## src/include/celf_pkg.sv

```systemverilog
// Constants for the channel enable latches and link fault block.
// Assumes a single pclk domain and an APB slave with 32-bit data.
package celf_pkg;
  // Structure
  localparam int CELF_NUM_CH = 4;
  localparam int CELF_BUS_W = 8;
  localparam int CELF_ADDR_W = 8;
  localparam int CELF_EVT_W = 7;
  // Register byte offsets
  localparam logic [7:0] CELF_OFF_STATUS = 8'h00;
  localparam logic [7:0] CELF_OFF_CLEAR = 8'h04;
  localparam logic [7:0] CELF_OFF_ENABLE = 8'h08;
  localparam logic [7:0] CELF_OFF_LATCH = 8'h0C;
  localparam logic [7:0] CELF_OFF_COND = 8'h10;
  // Event bit positions in status, clear and enable
  localparam int CELF_EV_FAULT = 0;
  localparam int CELF_EV_DRIVE = 4;
  localparam int CELF_EV_SELFTEST = 5;
  localparam int CELF_EV_RXPWR = 6;
  // Field positions in the latch readback register
  localparam int CELF_LAT_DRIVE = 0;
  localparam int CELF_LAT_SELFTEST = 8;
  localparam int CELF_LAT_RXPWR = 16;
  // Fixed bit-to-channel assignment on the shared enable bus
  localparam int CELF_TX_ST_BASE = 0;
  localparam int CELF_RX_ST_BASE = 4;
  localparam int CELF_RXPWR_BASE = 0;
  // Reset and pull-up values
  localparam logic [7:0] CELF_DRIVE_RST = 8'hFF;
  localparam logic [7:0] CELF_SELFTEST_RST = 8'hFF;
  localparam logic [7:0] CELF_RXPWR_RST = 8'hFF;
  localparam logic [7:0] CELF_BUS_PULLUP = 8'hFF;
  localparam logic CELF_PIN_PULLUP = 1'b1;
  localparam logic [6:0] CELF_EVT_ZERO = 7'h00;
endpackage

```

## src/rtl/celf_top.sv

```systemverilog
// Channel enable latches, link fault outputs and their APB register view.
// Assumes pins arrive asynchronously and are synchronised here on pclk.
`timescale 1ns/1ps
module celf_top (
  // Clock and reset
  input wire logic pclk,
  input wire logic presetn,
  // APB slave
  input wire logic psel,
  input wire logic penable,
  input wire logic pwrite,
  input wire logic [celf_pkg::CELF_ADDR_W-1:0] paddr,
  input wire logic [31:0] pwdata,
  output logic [31:0] prdata,
  output logic pready,
  output logic pslverr,
  output logic irq,
  // Latch pins
  input wire logic drive_enable_latch_open,
  input wire logic selftest_latch_open,
  input wire logic rx_power_latch_open,
  input wire logic [celf_pkg::CELF_BUS_W-1:0] shared_enable_bus,
  input wire logic device_reset_n,
  // Receive quality conditions per channel
  input wire logic [celf_pkg::CELF_NUM_CH-1:0] rx_freq_out_of_range,
  input wire logic [celf_pkg::CELF_NUM_CH-1:0] rx_amplitude_low,
  input wire logic [celf_pkg::CELF_NUM_CH-1:0] rx_density_low,
  // Channel controls
  output logic [celf_pkg::CELF_BUS_W-1:0] serial_out_driver,
  output logic [celf_pkg::CELF_NUM_CH-1:0] tx_selftest_on,
  output logic [celf_pkg::CELF_NUM_CH-1:0] rx_selftest_on,
  output logic [celf_pkg::CELF_NUM_CH-1:0] rx_power_en,
  // Link fault outputs
  output logic link_fault_n_a,
  output logic link_fault_n_b,
  output logic link_fault_n_c,
  output logic link_fault_n_d
);
  import celf_pkg::*;

  typedef struct packed {
    logic oe_s1;
    logic oe_s2;
    logic oe_prev;
    logic st_s1;
    logic st_s2;
    logic st_prev;
    logic rx_s1;
    logic rx_s2;
    logic rx_prev;
    logic rst_s1;
    logic rst_s2;
    logic [CELF_BUS_W-1:0] bus_s1;
    logic [CELF_BUS_W-1:0] bus_s2;
    logic [3*CELF_NUM_CH-1:0] cond_s1;
    logic [3*CELF_NUM_CH-1:0] cond_s2;
    logic [CELF_NUM_CH-1:0] cond_q;
    logic [CELF_NUM_CH-1:0] fault_prev;
    logic [CELF_BUS_W-1:0] drive_q;
    logic [CELF_BUS_W-1:0] selftest_q;
    logic [CELF_BUS_W-1:0] rxpwr_q;
    logic [CELF_EVT_W-1:0] status_q;
    logic [CELF_EVT_W-1:0] enable_q;
    logic [31:0] prdata_q;
    logic pslverr_q;
  } celf_state_s;

  celf_state_s st_q;
  celf_state_s st_d;
  logic [CELF_NUM_CH-1:0] fault_now;
  logic [CELF_NUM_CH-1:0] rx_en;

  // Receive power enables under the fixed mapping
  assign rx_en = st_q.rxpwr_q[CELF_RXPWR_BASE +: CELF_NUM_CH];

  // Fault: registered conditions OR the direct disabled term
  assign fault_now = st_q.cond_q | ~rx_en;

  // Next-state logic
  always_comb begin
    logic wr;
    logic rd_setup;
    logic [CELF_EVT_W-1:0] evt;
    logic [CELF_EVT_W-1:0] clr;
    wr = psel & penable & pwrite;
    rd_setup = psel & ~penable;
    evt = CELF_EVT_ZERO;
    clr = CELF_EVT_ZERO;
    st_d = st_q;
    // Two-flop synchronisers for all pins
    st_d.oe_s1 = drive_enable_latch_open;
    st_d.oe_s2 = st_q.oe_s1;
    st_d.st_s1 = selftest_latch_open;
    st_d.st_s2 = st_q.st_s1;
    st_d.rx_s1 = rx_power_latch_open;
    st_d.rx_s2 = st_q.rx_s1;
    st_d.rst_s1 = device_reset_n;
    st_d.rst_s2 = st_q.rst_s1;
    st_d.bus_s1 = shared_enable_bus;
    st_d.bus_s2 = st_q.bus_s1;
    st_d.cond_s1 = {rx_density_low, rx_amplitude_low, rx_freq_out_of_range};
    st_d.cond_s2 = st_q.cond_s1;
    st_d.oe_prev = st_q.oe_s2;
    st_d.st_prev = st_q.st_s2;
    st_d.rx_prev = st_q.rx_s2;
    // Quality conditions retimed on the block clock
    st_d.cond_q = st_q.cond_s2[0 +: CELF_NUM_CH] | st_q.cond_s2[CELF_NUM_CH +: CELF_NUM_CH]
      | st_q.cond_s2[2*CELF_NUM_CH +: CELF_NUM_CH];
    st_d.fault_prev = fault_now;
    // Drive enable latch: open follows bus, closed holds or resets
    if (st_q.oe_s2) begin
      st_d.drive_q = st_q.bus_s2;
    end else if (!st_q.rst_s2) begin
      st_d.drive_q = CELF_DRIVE_RST;
    end
    // Self-test latch
    if (st_q.st_s2) begin
      st_d.selftest_q = st_q.bus_s2;
    end else if (!st_q.rst_s2) begin
      st_d.selftest_q = CELF_SELFTEST_RST;
    end
    // Receive power latch
    if (st_q.rx_s2) begin
      st_d.rxpwr_q = st_q.bus_s2;
    end else if (!st_q.rst_s2) begin
      st_d.rxpwr_q = CELF_RXPWR_RST;
    end
    // Events: new fault per channel and each latch closing
    evt[CELF_EV_FAULT +: CELF_NUM_CH] = fault_now & ~st_q.fault_prev;
    evt[CELF_EV_DRIVE] = st_q.oe_prev & ~st_q.oe_s2;
    evt[CELF_EV_SELFTEST] = st_q.st_prev & ~st_q.st_s2;
    evt[CELF_EV_RXPWR] = st_q.rx_prev & ~st_q.rx_s2;
    // Register writes
    if (wr && paddr == CELF_OFF_CLEAR) begin
      clr = pwdata[CELF_EVT_W-1:0];
    end
    if (wr && paddr == CELF_OFF_ENABLE) begin
      st_d.enable_q = pwdata[CELF_EVT_W-1:0];
    end
    // Sticky status, a new event beats a clear
    st_d.status_q = (st_q.status_q & ~clr) | evt;
    // Read data and error captured in the setup cycle
    if (rd_setup) begin
      st_d.prdata_q = 32'h0000_0000;
      st_d.pslverr_q = 1'b0;
      unique case (paddr)
        CELF_OFF_STATUS: st_d.prdata_q[CELF_EVT_W-1:0] = st_q.status_q;
        CELF_OFF_CLEAR: st_d.prdata_q = 32'h0000_0000;
        CELF_OFF_ENABLE: st_d.prdata_q[CELF_EVT_W-1:0] = st_q.enable_q;
        CELF_OFF_LATCH: begin
          st_d.prdata_q[CELF_LAT_DRIVE +: CELF_BUS_W] = st_q.drive_q;
          st_d.prdata_q[CELF_LAT_SELFTEST +: CELF_BUS_W] = st_q.selftest_q;
          st_d.prdata_q[CELF_LAT_RXPWR +: CELF_BUS_W] = st_q.rxpwr_q;
        end
        CELF_OFF_COND: st_d.prdata_q[CELF_NUM_CH-1:0] = st_q.cond_q;
        default: st_d.pslverr_q = 1'b1;
      endcase
    end
  end

  // State register; pins start at their pulled-up level
  always_ff @(posedge pclk or negedge presetn) begin
    if (!presetn) begin
      st_q <= '0;
      st_q.oe_s1 <= CELF_PIN_PULLUP;
      st_q.oe_s2 <= CELF_PIN_PULLUP;
      st_q.oe_prev <= CELF_PIN_PULLUP;
      st_q.st_s1 <= CELF_PIN_PULLUP;
      st_q.st_s2 <= CELF_PIN_PULLUP;
      st_q.st_prev <= CELF_PIN_PULLUP;
      st_q.rx_s1 <= CELF_PIN_PULLUP;
      st_q.rx_s2 <= CELF_PIN_PULLUP;
      st_q.rx_prev <= CELF_PIN_PULLUP;
      st_q.rst_s1 <= CELF_PIN_PULLUP;
      st_q.rst_s2 <= CELF_PIN_PULLUP;
      st_q.bus_s1 <= CELF_BUS_PULLUP;
      st_q.bus_s2 <= CELF_BUS_PULLUP;
      st_q.drive_q <= CELF_DRIVE_RST;
      st_q.selftest_q <= CELF_SELFTEST_RST;
      st_q.rxpwr_q <= CELF_RXPWR_RST;
    end else begin
      st_q <= st_d;
    end
  end

  // APB answers with no wait state
  assign pready = 1'b1;
  assign prdata = st_q.prdata_q;
  assign pslverr = st_q.pslverr_q;
  assign irq = |(st_q.status_q & st_q.enable_q);

  // Channel controls; low selection bit means self-test
  assign serial_out_driver = st_q.drive_q;
  assign tx_selftest_on = ~st_q.selftest_q[CELF_TX_ST_BASE +: CELF_NUM_CH];
  assign rx_selftest_on = ~st_q.selftest_q[CELF_RX_ST_BASE +: CELF_NUM_CH];
  assign rx_power_en = rx_en;

  // Active-low fault pins
  assign link_fault_n_a = ~fault_now[0];
  assign link_fault_n_b = ~fault_now[1];
  assign link_fault_n_c = ~fault_now[2];
  assign link_fault_n_d = ~fault_now[3];
endmodule

```

## config.mk

```make
export PLATFORM = sky130hd
export DESIGN_NAME = celf_top
export DESIGN_NICKNAME = d
export VERILOG_FILES = /design/src/include/celf_pkg.sv /design/src/rtl/celf_top.sv
export SDC_FILE = /design/constraint.sdc
export NUM_CORES = 1
export LEC_CHECK = 0
export ABC_CLOCK_PERIOD_IN_PS = 1140
export BUFFER_PORTS_ARGS = -buffer_cell sky130_fd_sc_hd__clkbuf_2
export CORE_UTILIZATION = 30
export DETAILED_ROUTE_END_ITERATION = 10
export GPL_ROUTABILITY_DRIVEN = 0
export GPL_TIMING_DRIVEN = 0
export SLEW_MARGIN = 20
export SYNTH_ARGS = -nofsm -noshare
export SYNTH_HDL_FRONTEND = slang
export SYNTH_SLANG_ARGS = --single-unit
```

## constraint.sdc

```tcl
create_clock -name pclk -period 1.14 [get_ports pclk]
set_input_delay 0.171 -clock pclk [delete_from_list [all_inputs] [get_ports pclk]]
set_output_delay 0.171 -clock pclk [all_outputs]
set_load 0.01 [all_outputs]
```

==> run summary, run 1 <==
Most common cell after layout, fill and taps aside: dfrtp_1
Gate Count Post-Synth: 374
Min Tclk post-route: 1620 ps
Vias per cell: 4.34
Power Total: 11600 uW
Worst skew pair latency: 410 ps
Fin Hold WS: 78.7 ps
Starting Density: 0.310
VDD IR max: 1.36 mV
Post-detail-place hpwl: 7.46 mm
Pre-antenna DRT Iters: 4
H-tree levels: 4
Hold Crit Depth: 3
Final period util: 1.42
Yosys reg bits: 122
CTS buffer count: 17
Number of flops mapped to enable cells by yosys: 0
Slew HR: 0.632
Area delta synth->final: 53.4%
Synth warn: 0
# IOs: 128
Crit-path leading delay family: flip-flops
Worst path depth: 3
Die width: 128 um
Skew final: 4.96 ps
Worst-path fanout max: 2
Grt met3 use: 0.0480
Reg clk slew, reported paths: 60 ps
First-pass GRT wire length: 17.6 mm
Power per standard cell area: 1590 nW/um^2
Arr. time, crit path: 1450 ps
Measured slew at the worst slew-check pin: 552 ps
Avg Cell Area, Syn: 12.7 sq um
Crit path launch type: flop
DRC violations left: 0
Initial antenna violation count: 0
Setup TNS: -10340 ps
Largest net degree at the start of global routing: 69
N_diodes: 0
Post-DR wirelength/cell: 14.4 um
Setup ws final: -483 ps
RSZ-0062 raised after global routing: true
Clock tree from TritonCTS: done
Setup crit end kind: primary output
GRT busiest layer: met2
Worst R2R Path Depth: 4
Final design utilization: 0.475
Top-area cell type share of the netlist area: 0.373
R2r setup slk: -20 ps
Met1 Use GR: 0.180
Setup Viol. Count Final: 67
CP max stage delay: 380 ps
Crit path required time: 970 ps
Most frequent cells in the layout: 71 x dfrtp_1, 65 x clkbuf_2, 59 x buf_4
Vias in the first global route: 3444
Sequential-to-total area share from yosys stat: 0.654
Largest cells by area after synthesis: dfrtp_1 37%, dfstp_2 28%, buf_4 7.3%, a22o_1 3.5%, nor2b_1 2.9%
Gr usage total: 0.146
Total gr overflow: 0
MaxCap Viol Count: 0
Synth async-reset ratio: 1.00
CP cell instances: a222oi_1, nand3_1, clkbuf_2
Root buffer cell: clkbuf_16
Maximum clock rate: 0.616 GHz
Setup Crit Path Kind: flop to primary output
Final slew viol count: 0
FP Rows: 45
Total number of vias: 3383
Ratio of cells with drive above 1 in the final layout: 0.531
Core area: 15400 sq um
Unique cell type count in the Yosys netlist: 36
Status: finished with violations
Post-Syn Area: 4760 sq um
Final wirelength: 11.2 mm
Met2 usage: 0.234
Die area: 16400 sq um
Final hold vios: 0
Area leader, netlist: dfrtp_1
Sink Count: 122
Critical Path Slowest Stage Cell: dfrtp_1
Die Y: 128 um
ANT nets after route: 0
Lkg Pwr: 0.00359 uW
PortBufs: 93
CP bufs+invs: 1
Hold Path Class: input port to flop
Maximum clock insertion buffer count: 2
Synth Flop Type: dfrtp_1
Iteration-0 DRC Markers: 209
Violated checks: setup timing
Fill count: 1363
Layout net count: 625
## repair_timing
item	in CTS	in global routing
hold buffers	32	0
gates resized for setup	67	62
hold endpoints to repair	47	0
setup buffers	51	9
cloned	1	0
setup endpoints to repair	109	75
pin swaps	17	8
## cell families after synthesis
family                 after synthesis  synth area share
buffers and inverters               87             0.108
AOI/OAI and AO/OA                   74             0.116
other                                2           0.00158
muxes                               14            0.0313
DFF                                122             0.654
and+or+nand+nor                     75            0.0883
## per-layer routing
layer  share of wire  vias up
li1                -     1597
met1            0.44     1668
met5               0        -
met4           0.014        0
met3           0.049       15
met2            0.50      103
## power by group
| part | total, uW | leakage [uW] | switching (uW) | internal (uW) |
|---|---|---|---|---|
| clock network | 5930 | 0.000309 | 1980 | 3940 |
| registers | 4730 | 0.00139 | 135 | 4600 |
| logic | 924 | 0.00189 | 433 | 490 |
| total | 11600 | 0.00359 | 2550 | 9030 |
## through the flow
stage          instance area, sq um  cells  setup slack, ps
2_1_floorplan                  4790    381             -511
3_3_place_gp                   5520    685            -1780
6_report                       7300    780             -483
4_1_cts                        7060    775             -551
5_1_grt                        7300    780             -539
3_5_place_dp                   5550    686            -1040
## cell type report
cell class	instances	area, sq um	area share
Buffer	30	256	0.0351
Clock buffer	18	439	0.0601
Sequential cell	122	3120	0.427
Multi-Input combinational cell	172	1360	0.187
Clock inverter	14	220	0.0302
Tap cell	211	264	0.0361
Timing Repair Buffer	185	1540	0.211
Inverter	28	105	0.0144
## synth_stat cells (3+ instances only)
master	number
mux2_2	7
nor2b_1	22
nand2_1	9
nor2_1	24
a21oi_1	22
clkbuf_1	11
a22oi_1	4
nand2b_1	3
o221ai_1	11
inv_1	28
a2bb2oi_1	5
o41ai_1	7
buf_4	46
dfrtp_1	71
dfstp_2	51
a22o_1	19
mux2i_1	7
or3_1	4
## worst min-delay path, delay by kind of cell
kind            cells  cell delay [ps]
compound gates      2              180
buf+inv             1              100
## worst paths after layout
| path | from | end |
|---|---|---|
| min in group asynchronous | presetn | prdata[14]$_DFFE_PN0P_ |
| worst max-delay path | st_q[43]$_DFF_PN0_ | irq |
| worst max register to register | st_q[43]$_DFF_PN0_ | prdata[3]$_DFFE_PN0P_ |
| max in group asynchronous | presetn | st_q[127]$_DFF_PN1_ |
| worst min-delay path | paddr[4] | pslverr$_DFFE_PN0P_ |
| worst min register to register | st_d[88]$_DFF_PN0_ | st_q[88]$_DFF_PN0_ |
## state kept, by name (all words and copies together) (netlist names)
name	cells
st_d	27
st_q	58
prdata	24
pslverr	1
serial_out_driver	8
rx_power_en	4
(Power assumes the default switching activity.)
==> inputs of run 2 (changes only) <==
--- a/config.mk
+++ b/config.mk
@@ -10,7 +10,8 @@
 export CORE_UTILIZATION = 30
 export DETAILED_ROUTE_END_ITERATION = 10
 export GPL_ROUTABILITY_DRIVEN = 0
-export GPL_TIMING_DRIVEN = 0
+export GPL_TIMING_DRIVEN = 1
+export MAX_ROUTING_LAYER = met4
 export SLEW_MARGIN = 20
 export SYNTH_ARGS = -nofsm -noshare
 export SYNTH_HDL_FRONTEND = slang
==> run 2 against run 1 <==
Net effect: the run still ends with setup timing left; clock-buffer cell count stayed put; sequential cell count stayed put; power is 3.9% lower; critical endpoint unchanged; largest power group unchanged; highest routed layer unchanged.
==> run summary, run 2 (synthesis results as in run 1) <==
Maximum clock insertion buffer count: 2
Final period util: 1.45
RSZ-0062 raised after global routing: true
Total number of vias: 3440
Ratio of cells with drive above 1 in the final layout: 0.537
R2r setup slk: -100 ps
DRC violations left: 0
Critical Path Slowest Stage Cell: dfrtp_1
Most common cell after layout, fill and taps aside: dfrtp_1
MaxCap Viol Count: 0
N_diodes: 0
CP max stage delay: 390 ps
Post-DR wirelength/cell: 15.8 um
Crit path required time: 970 ps
Skew final: 9.32 ps
Root buffer cell: clkbuf_16
Core area: 15400 sq um
# IOs: 128
CTS buffer count: 17
Arr. time, crit path: 1480 ps
Iteration-0 DRC Markers: 192
DP Area: 5400 sq um
VDD IR max: 1.09 mV
Status: finished with violations
Slew HR: 0.543
Fin Hold WS: 22.4 ps
Fill count: 1397
Setup Crit Path Kind: flop to primary output
Hold Path Class: input port to flop
Worst skew pair latency: 420 ps
H-tree levels: 4
Final wirelength: 12.1 mm
Max FFs per register: 58
Total gr overflow: 0
Post-detail-place hpwl: 7.65 mm
Setup Viol. Count Final: 58
Reg clk slew, reported paths: 60 ps
Die area: 16400 sq um
Largest net degree at the start of global routing: 51
Vias in the first global route: 3491
CP cell instances: a222oi_1, nand3_1, clkbuf_2
ANT nets after route: 0
Vias per cell: 4.47
Measured slew at the worst slew-check pin: 685 ps
FP Rows: 45
Setup WS pre-CTS: -644 ps
Layout net count: 615
Most frequent cells in the layout: 71 x dfrtp_1, 67 x buf_4, 63 x clkbuf_2
Setup ws final: -513 ps
Area delta synth->final: 50.1%
Largest register by flop count: st_q
Sink Count: 122
Gr usage total: 0.161
Maximum clock rate: 0.605 GHz
Die Y: 128 um
Pre-antenna DRT Iters: 4
Starting Density: 0.310
Min Tclk post-route: 1650 ps
Die width: 128 um
Fin area: 7150 sq um
Worst-path fanout max: 2
Power per standard cell area: 1560 nW/um^2
PortBufs: 93
Final hold vios: 0
Crit path launch type: flop
Violated checks: setup timing
Lkg Pwr: 0.00348 uW
Setup crit end kind: primary output
CP bufs+invs: 1
Final slew viol count: 0
Clock tree from TritonCTS: done
Crit-path leading delay family: flip-flops
First-pass GRT wire length: 18.6 mm
Initial antenna violation count: 0
## run 2: worst paths after layout
path                                       from                               end  depth (start not counted)
max                        st_q[36]$_DFFE_PN0P_                               irq                          3
min reg2reg                  st_d[79]$_DFF_PN0_                st_q[79]$_DFF_PN0_                          0
min in group asynchronous               presetn            prdata[21]$_DFFE_PN0P_                          2
max in group asynchronous               presetn  serial_out_driver[4]$_DFFE_PN1P_                          3
max reg2reg                  st_q[43]$_DFF_PN0_             prdata[3]$_DFFE_PN0P_                          4
min                                   pwdata[0]                st_q[40]$_DFF_PN0_                          2
## run 2: layout make-up
type                       instances  area (sq um)  area share
sequential                       122          3120       0.437
inverter                          28           105      0.0147
multi-input combinational        173          1360       0.191
tap                              211           264      0.0369
timing repair buffer             204          1690       0.237
clock buffer                      18           429      0.0600
clock inverter                    14           174      0.0243
## run 2: where the power goes
group / switching [uW] / internal [uW] / total [uW]
Sequential: 122 / 4600 / 4720
Combinational: 468 / 516 / 985
Clock: 1980 / 3440 / 5420
Total: 2570 / 8550 / 11100
## run 2: what timing repair did
action                     CTS  global route
cloned                       3             0
hold buffers                29             0
buffers inserted            31            19
gates resized for setup     54            67
hold endpoints to repair   113             0
setup endpoints to repair   65            75
pin swaps                   11             7
## run 2: per-layer routing
layer  vias up  GRT usage  part of all wire
met5         -          -                 0
met1      1716      0.178              0.41
met2       112      0.255              0.50
met3        30     0.0584             0.059
li1       1582          -                 -
met4         0     0.0851             0.029
## run 2: stage by stage
step / std cells / power [uW] / util / TNS [ps]
after floorplan: 381 / 5080 / - / -15930
after global placement: 657 / 5410 / 0.351 / -19670
after detailed placement: 657 / 5430 / 0.351 / -21180
after CTS: 752 / 11100 / 0.443 / -9070
after global routing: 770 / 11600 / 0.465 / -9520
final: 770 / 11100 / 0.465 / -7570
==> inputs of run 3 (changes only) <==
--- a/config.mk
+++ b/config.mk
@@ -12,6 +12,7 @@
 export GPL_ROUTABILITY_DRIVEN = 0
 export GPL_TIMING_DRIVEN = 1
 export MAX_ROUTING_LAYER = met4
+export SKIP_LAST_GASP = 1
 export SLEW_MARGIN = 20
 export SYNTH_ARGS = -nofsm -noshare
 export SYNTH_HDL_FRONTEND = slang
==> run 3 against run 2 <==
Net effect: the flow still finishes with violations (setup timing); final area fell by 0.19%; core utilization fell by 0.090 points; first-iteration DRC count rose by 4.7%; global-route usage fell by 0.094 points; combinational power fell by 0.7%; non-clock buffer count did not move; worst hold slack got worse by 5.2 ps.
==> run summary, run 3 (synthesis results as in run 1) <==
Status: finished with violations
Violated checks: setup timing
Most common cell after layout, fill and taps aside: dfrtp_1
FP Rows: 45
Maximum clock rate: 0.601 GHz
Largest register by flop count: st_q
Setup Crit Path Kind: flop to primary output
Total gr overflow: 0
WL met3: 625 um
VDD IR max: 1.10 mV
Root buffer cell: clkbuf_16
Sink Count: 122
CTS buffer count: 17
Setup TNS: -7430 ps
Setup ws final: -523 ps
Total number of vias: 3396
Final period util: 1.46
Vias in the first global route: 3488
Starting Density: 0.310
Setup WS pre-CTS: -644 ps
Lkg Pwr: 0.00348 uW
Setup crit end kind: primary output
Pre-antenna DRT Iters: 4
Die Y: 128 um
PortBufs: 93
Clock tree from TritonCTS: done
Worst skew pair latency: 420 ps
Layout Cells excl Fill: 770
Maximum clock insertion buffer count: 2
Highest metal used: met4
H-tree levels: 4
Die area: 16400 sq um
ANT nets after route: 0
Max FFs per register: 58
CP max stage delay: 390 ps
Crit path launch type: flop
DRC violations left: 0
Measured slew at the worst slew-check pin: 681 ps
Min Tclk post-route: 1660 ps
Initial antenna violation count: 0
Fill count: 1399
CP cell instances: a222oi_1, nand3_1, clkbuf_2
Crit path required time: 970 ps
WL met2: 6.00 mm
Hold Path Class: input port to flop
Final hold vios: 0
Core area: 15400 sq um
Worst-path fanout max: 2
MaxCap Viol Count: 0
Gr usage total: 0.160
Iteration-0 DRC Markers: 201
Final wirelength: 12.0 mm
Most frequent cells in the layout: 71 x dfrtp_1, 68 x buf_4, 64 x clkbuf_2
Slew HR: 0.546
Dpl cells: 657
Die width: 128 um
Skew final: 6.16 ps
Vias per cell: 4.41
Power per standard cell area: 1560 nW/um^2
CP bufs+invs: 1
Ratio of cells with drive above 1 in the final layout: 0.537
Setup Viol. Count Final: 58
Largest net degree at the start of global routing: 51
Area delta synth->final: 49.8%
R2r setup slk: -80 ps
Arr. time, crit path: 1490 ps
Final slew viol count: 0
Crit-path leading delay family: flip-flops
Wl on met1: 5.04 mm
RSZ-0062 raised after global routing: true
Post-DR wirelength/cell: 15.6 um
First-pass GRT wire length: 18.5 mm
# IOs: 128
Layout net count: 615
Critical Path Slowest Stage Cell: dfrtp_1
N_diodes: 0
Fin Hold WS: 17.2 ps
Reg clk slew, reported paths: 60 ps
Post-detail-place hpwl: 7.65 mm
[run 3: changes by cell type in the layout (fill, tap and decap cells not counted)]
cell / before / now
buf_6: 33 / 31
buf_4: 67 / 68
clkbuf_2: 63 / 64
mux2_2: 0 / 1
mux2_4: 7 / 6
[run 3: timing repair]
action,4_1_cts,5_1_grt
hold endpoints to repair,113,0
cloned,3,0
setup buffers,31,19
setup endpoints to repair,65,74
hold buffers,29,0
resized for setup,51,65
pin swaps,11,6
[run 3: worst register-to-register path: stages, from the launching register on]
cell	delay (ps)
dfrtp_1	390
buf_4	140
mux2i_1	200
a2bb2oi_1	230
o221ai_2	130
[run 3: per-layer routing]
| layer | vias up | GRT usage |
|---|---|---|
| met3 | 27 | 0.0580 |
| li1 | 1578 | - |
| met5 | - | - |
| met4 | 0 | 0.0824 |
| met2 | 101 | 0.255 |
| met1 | 1690 | 0.176 |
[run 3: cell type report]
type	instances	area (sq um)	area share
clock inverters	14	174	0.0244
inverters	28	105	0.0147
clock buffers	18	429	0.0602
repair buffers	204	1680	0.236
multi-input cells	173	1360	0.190
well taps	211	264	0.0370
flip-flops and latches	122	3120	0.437
[run 3: final timing paths]
check                                           from                                to  cells past startpoint
worst min-delay path                       pwdata[0]                st_q[40]$_DFF_PN0_                      2
worst max register to register  st_q[36]$_DFFE_PN0P_             prdata[3]$_DFFE_PN0P_                      4
max in group asynchronous                    presetn  serial_out_driver[4]$_DFFE_PN1P_                      3
min in group asynchronous                    presetn            prdata[21]$_DFFE_PN0P_                      2
worst min register to register    st_d[79]$_DFF_PN0_                st_q[79]$_DFF_PN0_                      0
worst max-delay path            st_q[36]$_DFFE_PN0P_                               irq                      3
[run 3: where the power goes]
group	switching, uW	total, uW	leakage (uW)	internal, uW
Sequential	122	4720	0.00140	4600
Combinational	466	978	0.00180	513
Clock	1980	5420	0.000282	3440
Total	2560	11100	0.00348	8550
[run 3: per-stage QoR]
stage | util | instance area (sq um) | power, uW
floorplan | - | 4790 | 5080
global placement | 0.351 | 5400 | 5410
detailed placement | 0.351 | 5400 | 5430
CTS | 0.442 | 6800 | 11100
global route | 0.464 | 7130 | 11600
finish | 0.464 | 7130 | 11100
